### config.mk
export PLATFORM = sky130hd
export DESIGN_NAME = harmonic_calc_config
export DESIGN_NICKNAME = d
export VERILOG_FILES = /design/src/hw/tick_divider.v /design/src/hw/harmonic_calc_config.v
export VERILOG_INCLUDE_DIRS = /design/src /design/src/pkg
export SDC_FILE = /design/constraint.sdc
export NUM_CORES = 1
export LEC_CHECK = 0
export BUFFER_PORTS_ARGS = -buffer_cell sky130_fd_sc_hd__buf_2
export CORE_ASPECT_RATIO = 1.75
export CORE_MARGIN = 2
export CORE_UTILIZATION = 45
export DETAILED_ROUTE_END_ITERATION = 12
export PLACE_DENSITY = 0.67
export SLEW_MARGIN = 20
export SYNTH_ARGS = -nofsm -noshare
export SYNTH_HDL_FRONTEND = slang
export SYNTH_SLANG_ARGS = --single-unit
export TNS_END_PERCENT = 30
### constraint.sdc
create_clock -name clk_i -period 3.7 [get_ports clk_i]
set_clock_uncertainty 0.2 [all_clocks]
set_input_delay 0.185 -clock clk_i [delete_from_list [all_inputs] [get_ports clk_i]]
set_output_delay 0.185 -clock clk_i [all_outputs]
set_load 0.02 [all_outputs]
### src/pkg/harmonic_config_regs.vh
/*
  register offsets, field positions, reset values and timing figures of the
  harmonic configuration block.
  assumes: included by the design files by bare name; 25 MHz clock.
*/
`ifndef HARMONIC_CONFIG_REGS_VH
`define HARMONIC_CONFIG_REGS_VH

// register byte addresses (16-bit address port)
`define HCFG_ADDR_CONFIG      16'hE900
`define HCFG_ADDR_STATUS      16'hE904
`define HCFG_ADDR_MASK        16'hE908
`define HCFG_ADDR_STATE       16'hE90C

// field positions of the configuration register
`define HCFG_READY_MODE_BIT   0
`define HCFG_CHAN_LSB         1
`define HCFG_SETTLE_LSB       3
`define HCFG_RATE_LSB         5
`define HCFG_TBASE_LSB        8
`define HCFG_USED_MSB         9

// reset value: settling 01, everything else 0
`define HCFG_CONFIG_RESET     16'h0008
`define HCFG_MASK_RESET       2'h0
`define HCFG_STATUS_RESET     2'h0

// status bit positions
`define HCFG_STAT_READY_BIT   0
`define HCFG_STAT_UPDATE_BIT  1

// disabled rate code
`define HCFG_RATE_OFF         3'h7

// clock rate and base tick period
`define HCFG_CLK_HZ           25000000
`define HCFG_TICK_US          125
`define HCFG_TICK_CYCLES      ((`HCFG_CLK_HZ / 1000000) * `HCFG_TICK_US)

// settling delays in ms, converted to base ticks (8 ticks per ms)
`define HCFG_SETTLE0_MS       500
`define HCFG_SETTLE1_MS       750
`define HCFG_SETTLE2_MS       1000
`define HCFG_SETTLE3_MS       1250
`define HCFG_TICKS_PER_MS     8

// update periods in base ticks: 125us, 250us, 1ms, 16ms, 128ms, 512ms, 1.024s
`define HCFG_RATE0_TICKS      14'h0001
`define HCFG_RATE1_TICKS      14'h0002
`define HCFG_RATE2_TICKS      14'h0008
`define HCFG_RATE3_TICKS      14'h0080
`define HCFG_RATE4_TICKS      14'h0400
`define HCFG_RATE5_TICKS      14'h1000
`define HCFG_RATE6_TICKS      14'h2000

`endif

### src/hw/tick_divider.v
/*
  free-running divider giving a one-cycle enable every period cycles.
  assumes: single clock, asynchronous active-low reset, clear restarts it.
*/
`timescale 1ns/1ps
module tick_divider #(
  parameter W      = 12,
  parameter PERIOD = 3125
) (
  input  wire         clk_i,
  input  wire         rst_n_i,
  input  wire         clear_i,
  output reg          tick_o
);
  localparam integer LAST_I = PERIOD - 1;
  localparam [W-1:0] LAST   = LAST_I[W-1:0];
  reg [W-1:0] cnt_q;

  // count up the period, pulse on wrap
  always @(posedge clk_i or negedge rst_n_i)
  begin
    if (!rst_n_i)
    begin
      cnt_q  <= {W{1'b0}};
      tick_o <= 1'b0;
    end
    else if (clear_i)
    begin
      cnt_q  <= {W{1'b0}};
      tick_o <= 1'b0;
    end
    else if (cnt_q == LAST)
    begin
      cnt_q  <= {W{1'b0}};
      tick_o <= 1'b1;
    end
    else
    begin
      cnt_q  <= cnt_q + {{(W-1){1'b0}}, 1'b1};
      tick_o <= 1'b0;
    end
  end
endmodule

### src/hw/harmonic_calc_config.v
/*
  harmonic calculation configuration register with ready/update event timing,
  sticky status, mask and one interrupt line.
  assumes: 25 MHz clk_i, register port with one-cycle strobes and read data
  one cycle after the read strobe; setup_i marks harmonic block set up.
  the base tick restarts on every configuration write, so the first period
  after setup may be short; later periods are exact.
*/
`timescale 1ns/1ps
`include "harmonic_config_regs.vh"
module harmonic_calc_config #(
  parameter SETTLE_SCALE = `HCFG_TICKS_PER_MS
) (
  input  wire        clk_i,
  input  wire        rst_n_i,
  input  wire [15:0] addr_i,
  input  wire [15:0] wdata_i,
  input  wire        wr_i,
  input  wire        rd_i,
  input  wire        setup_i,
  output reg  [15:0] rdata_o,
  output reg  [1:0]  channel_sel_o,
  output reg  [1:0]  time_base_sel_o,
  output reg         calc_enable_o,
  output reg         update_o,
  output reg         ready_o,
  output reg         irq_o
);
  localparam [1:0] ST_IDLE   = 2'h0;
  localparam [1:0] ST_SETTLE = 2'h1;
  localparam [1:0] ST_RUN    = 2'h2;
  localparam integer TICK_CYC = `HCFG_TICK_CYCLES;
  // settling delays in base ticks, cut to the 14-bit wait counter
  localparam integer SETTLE0_I = `HCFG_SETTLE0_MS * SETTLE_SCALE;
  localparam integer SETTLE1_I = `HCFG_SETTLE1_MS * SETTLE_SCALE;
  localparam integer SETTLE2_I = `HCFG_SETTLE2_MS * SETTLE_SCALE;
  localparam integer SETTLE3_I = `HCFG_SETTLE3_MS * SETTLE_SCALE;
  localparam [13:0]  SETTLE0_T = SETTLE0_I[13:0];
  localparam [13:0]  SETTLE1_T = SETTLE1_I[13:0];
  localparam [13:0]  SETTLE2_T = SETTLE2_I[13:0];
  localparam [13:0]  SETTLE3_T = SETTLE3_I[13:0];

  reg  [15:0] harmonic_config_q;
  reg  [1:0]  status_q;
  reg  [1:0]  mask_q;
  reg  [1:0]  state_q;
  reg  [1:0]  state_d;
  reg  [13:0] wait_q;
  reg  [13:0] wait_d;
  reg  [13:0] settle_ticks;
  reg  [13:0] rate_ticks;
  reg         fire;
  reg         setup_s1_q;
  reg         setup_s2_q;
  reg         setup_s3_q;
  wire        tick;
  wire        ready_mode_select;
  wire [1:0]  analysed_channel_select;
  wire [1:0]  settling_time_select;
  wire [2:0]  update_rate_select;
  wire [1:0]  time_base_phase_select;
  wire        disabled;
  wire        cfg_wr;
  wire        setup_rise;
  wire        mask_wr;
  wire        stat_wr;
  wire [1:0]  stat_clr;

  // configuration fields
  assign ready_mode_select       = harmonic_config_q[`HCFG_READY_MODE_BIT];
  assign analysed_channel_select = harmonic_config_q[`HCFG_CHAN_LSB+1:`HCFG_CHAN_LSB];
  assign settling_time_select    = harmonic_config_q[`HCFG_SETTLE_LSB+1:`HCFG_SETTLE_LSB];
  assign update_rate_select      = harmonic_config_q[`HCFG_RATE_LSB+2:`HCFG_RATE_LSB];
  assign time_base_phase_select  = harmonic_config_q[`HCFG_TBASE_LSB+1:`HCFG_TBASE_LSB];
  assign disabled                = (update_rate_select == `HCFG_RATE_OFF);
  assign cfg_wr                  = wr_i && (addr_i == `HCFG_ADDR_CONFIG);
  assign setup_rise              = setup_s2_q && !setup_s3_q;
  // mask and status write decode, status clear bits
  assign mask_wr                 = wr_i && (addr_i == `HCFG_ADDR_MASK);
  assign stat_wr                 = wr_i && (addr_i == `HCFG_ADDR_STATUS);
  assign stat_clr                = stat_wr ? wdata_i[1:0] : 2'h0;

  // 125 us base tick, restarted on every configuration write
  // its phase is not tied to setup, so the first run period may be short
  tick_divider #(
    .W      (12),
    .PERIOD (TICK_CYC)
  ) u_tick (
    .clk_i   (clk_i),
    .rst_n_i (rst_n_i),
    .clear_i (cfg_wr),
    .tick_o  (tick)
  );

  // settling delay in base ticks
  // only the ready-mode-0 path loads it
  always @*
  begin
    case (settling_time_select)
      2'h0:    settle_ticks = SETTLE0_T;
      2'h1:    settle_ticks = SETTLE1_T;
      2'h2:    settle_ticks = SETTLE2_T;
      default: settle_ticks = SETTLE3_T;
    endcase
  end

  // update period in base ticks
  always @*
  begin
    case (update_rate_select)
      3'h0:    rate_ticks = `HCFG_RATE0_TICKS;
      3'h1:    rate_ticks = `HCFG_RATE1_TICKS;
      3'h2:    rate_ticks = `HCFG_RATE2_TICKS;
      3'h3:    rate_ticks = `HCFG_RATE3_TICKS;
      3'h4:    rate_ticks = `HCFG_RATE4_TICKS;
      3'h5:    rate_ticks = `HCFG_RATE5_TICKS;
      default: rate_ticks = `HCFG_RATE6_TICKS;
    endcase
  end

  // setup is an external level: two stages, then edge detect
  // only the second stage reads the first, so metastability stays contained
  always @(posedge clk_i or negedge rst_n_i)
  begin
    if (!rst_n_i)
    begin
      setup_s1_q <= 1'b0;
      setup_s2_q <= 1'b0;
      setup_s3_q <= 1'b0;
    end
    else
    begin
      setup_s1_q <= setup_i;
      setup_s2_q <= setup_s1_q;
      setup_s3_q <= setup_s2_q;
    end
  end

  // event sequencer: idle, settle, run
  always @*
  begin
    state_d = state_q;
    wait_d  = wait_q;
    fire    = 1'b0;
    case (state_q)
      ST_IDLE:
      begin
        if (setup_rise && !disabled)
        begin
          if (ready_mode_select)
          begin
            fire    = 1'b1;
            wait_d  = rate_ticks;
            state_d = ST_RUN;
          end
          else
          begin
            wait_d  = settle_ticks;
            state_d = ST_SETTLE;
          end
        end
      end
      ST_SETTLE:
      begin
        if (tick)
        begin
          if (wait_q <= 14'h0001)
          begin
            fire    = 1'b1;
            wait_d  = rate_ticks;
            state_d = ST_RUN;
          end
          else
          begin
            wait_d = wait_q - 14'h0001;
          end
        end
      end
      ST_RUN:
      begin
        if (tick)
        begin
          if (wait_q <= 14'h0001)
          begin
            fire   = 1'b1;
            wait_d = rate_ticks;
          end
          else
          begin
            wait_d = wait_q - 14'h0001;
          end
        end
      end
      default:
      begin
        state_d = ST_IDLE;
      end
    endcase
    // a config write or disable sends the block back to await setup
    // setup dropping idles too, so the next rise restarts the sequence
    if (disabled || cfg_wr || !setup_s2_q)
    begin
      state_d = ST_IDLE;
      wait_d  = 14'h0000;
      fire    = 1'b0;
    end
  end

  // sequencer registers
  always @(posedge clk_i or negedge rst_n_i)
  begin
    if (!rst_n_i)
    begin
      state_q <= ST_IDLE;
      wait_q  <= 14'h0000;
    end
    else
    begin
      state_q <= state_d;
      wait_q  <= wait_d;
    end
  end

  // configuration register; reserved bits are always stored as zero
  always @(posedge clk_i or negedge rst_n_i)
  begin
    if (!rst_n_i)
    begin
      harmonic_config_q <= `HCFG_CONFIG_RESET;
    end
    else if (cfg_wr)
    begin
      harmonic_config_q <= {6'h00, wdata_i[`HCFG_USED_MSB:0]};
    end
  end

  // interrupt mask, same layout as status
  always @(posedge clk_i or negedge rst_n_i)
  begin
    if (!rst_n_i)
    begin
      mask_q <= `HCFG_MASK_RESET;
    end
    else if (mask_wr)
    begin
      mask_q <= wdata_i[1:0];
    end
  end

  // sticky status, write-one-to-clear; a new event wins over the clear
  always @(posedge clk_i or negedge rst_n_i)
  begin
    if (!rst_n_i)
    begin
      status_q <= `HCFG_STATUS_RESET;
    end
    else
    begin
      status_q <= (status_q & ~stat_clr) | {fire, fire};
    end
  end

  // read data, one cycle after the strobe; unmapped reads give zero
  always @(posedge clk_i or negedge rst_n_i)
  begin
    if (!rst_n_i)
    begin
      rdata_o <= 16'h0000;
    end
    else if (rd_i)
    begin
      if (addr_i == `HCFG_ADDR_CONFIG)
        rdata_o <= harmonic_config_q;
      else if (addr_i == `HCFG_ADDR_STATUS)
        rdata_o <= {14'h0000, status_q};
      else if (addr_i == `HCFG_ADDR_MASK)
        rdata_o <= {14'h0000, mask_q};
      else if (addr_i == `HCFG_ADDR_STATE)
        rdata_o <= {13'h0000, ~disabled, state_q};
      else
        rdata_o <= 16'h0000;
    end
    else
    begin
      rdata_o <= 16'h0000;
    end
  end

  // registered block outputs
  always @(posedge clk_i or negedge rst_n_i)
  begin
    if (!rst_n_i)
    begin
      channel_sel_o   <= 2'h0;
      time_base_sel_o <= 2'h0;
      calc_enable_o   <= 1'b0;
    end
    else
    begin
      channel_sel_o   <= analysed_channel_select;
      // reserved 11 maps onto phase C
      time_base_sel_o <= (time_base_phase_select == 2'h3) ? 2'h2 : time_base_phase_select;
      calc_enable_o   <= !disabled;
    end
  end

  // event pulses, one cycle per ready or update event
  always @(posedge clk_i or negedge rst_n_i)
  begin
    if (!rst_n_i)
    begin
      update_o <= 1'b0;
      ready_o  <= 1'b0;
    end
    else
    begin
      update_o <= fire;
      ready_o  <= fire;
    end
  end

  // level interrupt, high while an unmasked status bit is set
  always @(posedge clk_i or negedge rst_n_i)
  begin
    if (!rst_n_i)
    begin
      irq_o <= 1'b0;
    end
    else
    begin
      irq_o <= |(status_q & mask_q);
    end
  end
endmodule

==> flow_summary_export.csv <==
group,metric,value,unit
outcome,status,"finished, final reports clean",
detailed_routing,vias_per_cell,5.65,
detailed_routing,drtIter0Drc,279,
logic_synthesis,syn_avg_cell_area,9.90,sq um
global_routing,grt_pass1_wl,13100,um
critical_path,crit_chain,"inv_1 > ha_1 > or4b_2 > nor3_1 > o21ai_2 > a2111oi_2",
detailed_routing,ant_nets,0,
layout,synthToLayoutAreaGrowth,21.5,%
logic_synthesis,netlist_instances,341,
logic_synthesis,synth-main-ff-cell,"dfrtp_1",
global_routing,grt_busiest_layer,"met2",
critical_path,cp.required,3720,ps
floorplan,io_pins,61,
clock_network,cts-htree-levels,3,
global_routing,grtUsageMet1,0.224,
pwr,swShare,0.374,
pwr,p_int,0.00182,W
pwr,leakage,1.93,nW
place,place.gp.congestion,0.878,
logic_synthesis,synth_top_family_by_area,"simple AND/OR/NAND/NOR gates",
floorplan,core_area,7230,sq um
pwr,seq_power_share,0.302,
sta,tns,0,ps
sta,slew_headroom,0.472,
critical_path,max_stage_delay,700,ps
critical_path,cpLargestDelayFamily,"simple AND/OR/NAND/NOR gates",
detailed_routing,firstDrtPassIters,5,
logic_synthesis,synth_compound_area_frac,0.120,
pwr,powerDensity,707,nW/um^2
layout,fin_nets,449,
sta,finalHoldViolCount,0,
detailed_routing,drc,0,
critical_path,cp.arrival,2580,ps
global_routing,grt_use_met3,0.0401,
critical_path,criticalPathCategory,"flop to flop",
place,dp_hpwl,5800,um
pwr,power_frac_comb,0.388,
sta,max_freq,390,MHz
global_routing,globalRouteOverflowTotal,0,
logic_synthesis,synth_edf_count,0,
job,drv_cap,0,
critical_path,end_kind,"flop",
global_routing,grt_pass1_vias,2816,
pwr,clkPwrFrac,0.310,
logic_synthesis,yosys.area.top_type,"dfrtp_1",
pwr,ir_drop,346,uV
floorplan,die_area,8240,sq um
logic_synthesis,ys_ff_latch,63,
critical_path,slowest_stage,"or4b_2",
clock_network,clock_path_buffers,2,
global_routing,met2_usage,0.351,
critical_path,crit_fanout,6,
logic_synthesis,synth_area,3380,sq um
floorplan,die_y,119,um
detailed_routing,drt-total-wl,7910,um
logic_synthesis,yosysSeqAreaShare,0.467,
sta,max_slew.worst_pin.slew,792,ps
global_routing,grt_max_degree,36,
logic_synthesis,synthDistinctLibCells,60,
critical_path,crit_buf_inv,1,
floorplan,start_util,0.467,
clock_network,cts_resized,0,
critical_path,cp-start-kind,"flop",
clock_network,cts.clk_slew.worst_paths,50,ps
layout,drive_above_1_share,0.233,
floorplan,rows,41,
sta,period_minus_slack,2560,ps
clock_network,clock_latency,330,ps
global_routing,antenna_found_initial,0,
place,io_buffers,48,
layout,antenna_cells,0,
clock_network,cts_tree,"built",
logic_synthesis,async_flop_share,1.00,
logic_synthesis,yosys.area_share.adder,0.0482,
logic_synthesis,netlist.area_leader.share,0.459,
worst_hold_path,hp-class,"input pin to flop",
detailed_routing,wl_per_cell,16.2,um
logic_synthesis,synthSimpleGateAreaFrac,0.220,
logic_synthesis,synthXorXnorAreaFrac,0.0337,
sta,slew_viol_final,0,
logic_synthesis,yosys-top-cells-area,"dfrtp_1, ha_1, nor2_1",
logic_synthesis,synth_mux_area_frac,0.0522,
sta,fin_crit_sh,0.692,
clock_network,cts.sinks,63,
clock_network,numCtsBuffers,9,
logic_synthesis,yosys_warnings,0,
global_routing,track_usage,0.202,
sta,rsz0062_at_grt,"no",
pwr,switchingPower,0.00109,W
detailed_routing,vias,2767,
pwr,p_total,0.00290,W
sta,setup_viol,0,
floorplan,die_x,69.5,um
clock_network,root_buffer,"clkbuf_16",
## power groups by stage
stage,clock network (W),registers (W),logic (W)
2_1_floorplan,0,0.000848,0.000888
3_3_place_gp,0,0.000877,0.00108
3_5_place_dp,0,0.000884,0.00110
4_1_cts,0.000913,0.000871,0.00112
5_1_grt,0.000940,0.000884,0.00123
6_report,0.000900,0.000875,0.00113
## cell usage after synthesis (2+ instances only)
library cell / count
mux4_2: 2
nand3b_1: 5
nand2_1: 27
or3_1: 3
a31o_2: 3
mux2i_1: 3
nand4b_1: 4
dfrtp_1: 62
mux2_2: 9
o32ai_1: 2
and2_1: 6
a22o_1: 2
nor2_1: 30
buf_4: 7
buf_6: 2
nor3_1: 8
and3_1: 5
a21oi_1: 11
xnor2_1: 5
nand4_1: 6
a31oi_1: 6
nor4bb_1: 2
ha_1: 13
xor2_1: 8
inv_1: 17
clkbuf_1: 14
a211oi_1: 2
nor2b_1: 5
a32o_1: 2
nand2b_1: 2
or4_4: 2
nand3_1: 13
o21ai_0: 17
nor4_1: 10
## placed cells by master, fill, tap and decap left out, types with 3 or more instances in the layout
cell,count
a21oi_1,11
a31o_2,3
a31oi_1,6
and2_1,6
and3_1,5
buf_2,48
buf_4,3
clkbuf_16,9
conb_1,6
dfrtp_1,62
dlygate4sd3_1,15
ha_1,13
inv_1,17
mux2_2,9
mux2i_1,3
nand2_1,27
nand3_1,13
nand3b_1,5
nand4_1,6
nand4b_1,4
nor2_1,30
nor2b_1,5
nor3_1,8
nor4_1,10
o21ai_0,17
or3_1,3
xnor2_1,5
xor2_1,8
## through the flow
stage | instance area [sq um] | util | hold WS (ps) | std cells | setup slack [ps]
3_5_place_dp | 3630 | 0.503 | 95.1 | 459 | 1150
2_1_floorplan | 3400 | - | -311 | 346 | 1330
5_1_grt | 4100 | 0.567 | 125 | 490 | 1010
4_1_cts | 4100 | 0.567 | 83.6 | 490 | 1150
3_3_place_gp | 3630 | 0.503 | 95.6 | 459 | 1110
6_report | 4100 | 0.567 | 98.2 | 490 | 1140
## worst reg2reg max path, delay by kind of cell (launching register included)
family | cells | cell delay (ps)
DFF | 1 | 460
and+or+nand+nor | 2 | 1000
AOI/OAI and AO/OA | 2 | 460
adders and majority gates | 1 | 230
buffers and inverters | 1 | 110
## final timing paths
check	start	endpoint	slack, ps	cells after the start
min in group asynchronous	rst_n_i	wait_q[0]	280	2
max in group asynchronous	rst_n_i	harmonic_config_q[3]	2120	3
max reg2reg	wait_q[0]	wait_q[10]	1140	6
min reg2reg	setup_s1_q	setup_s2_q	160	0
max	wait_q[0]	wait_q[10]	1140	6
min	wr_i	mask_q[1]	100	3
## state kept, by name, summed over array words and instances, names as in the netlist
name / flops
wait_q: 14
setup_s2_q: 1
harmonic_config_q: 10
irq_o: 1
status_q: 2
channel_sel_o: 2
calc_enable_o: 1
setup_s1_q: 1
setup_s3_q: 1
rdata_o: 10
u_tick.tick_o: 1
u_tick.cnt_q: 12
time_base_sel_o: 2
mask_q: 2
state_q: 2
ready_o: 1
## cell type report
type,count,area (sq um)
tap,86,108
multi-input combinational,242,1620
fill,605,3130
sequential,63,1580
timing repair buffer,66,413
clock buffer,12,246
inverter,17,63.8
clock inverter,4,70.1
## logic make-up after synthesis
kind of cell             after synthesis
AO/OA/AOI/OAI                         59
XOR/XNOR                              13
adder cells (fa/ha/maj)               13
buffers and inverters                 41
flip-flops                            63
multiplexers                          14
other                                  1
AND/OR/NAND/NOR                      137
## what timing repair did
item,in CTS,in global routing
hold endpoints to repair,52,0
hold buffers,15,0
buffers inserted,0,0
## layer usage
| metal | vias to the layer above | wire length [um] |
|---|---|---|
| met5 | - | 0 |
| met4 | 0 | 299 |
| met3 | 24 | 413 |
| met2 | 111 | 4230 |
| met1 | 1313 | 2970 |
| li1 | 1319 | - |
No activity file was read; power rests on OpenSTA's default activity.
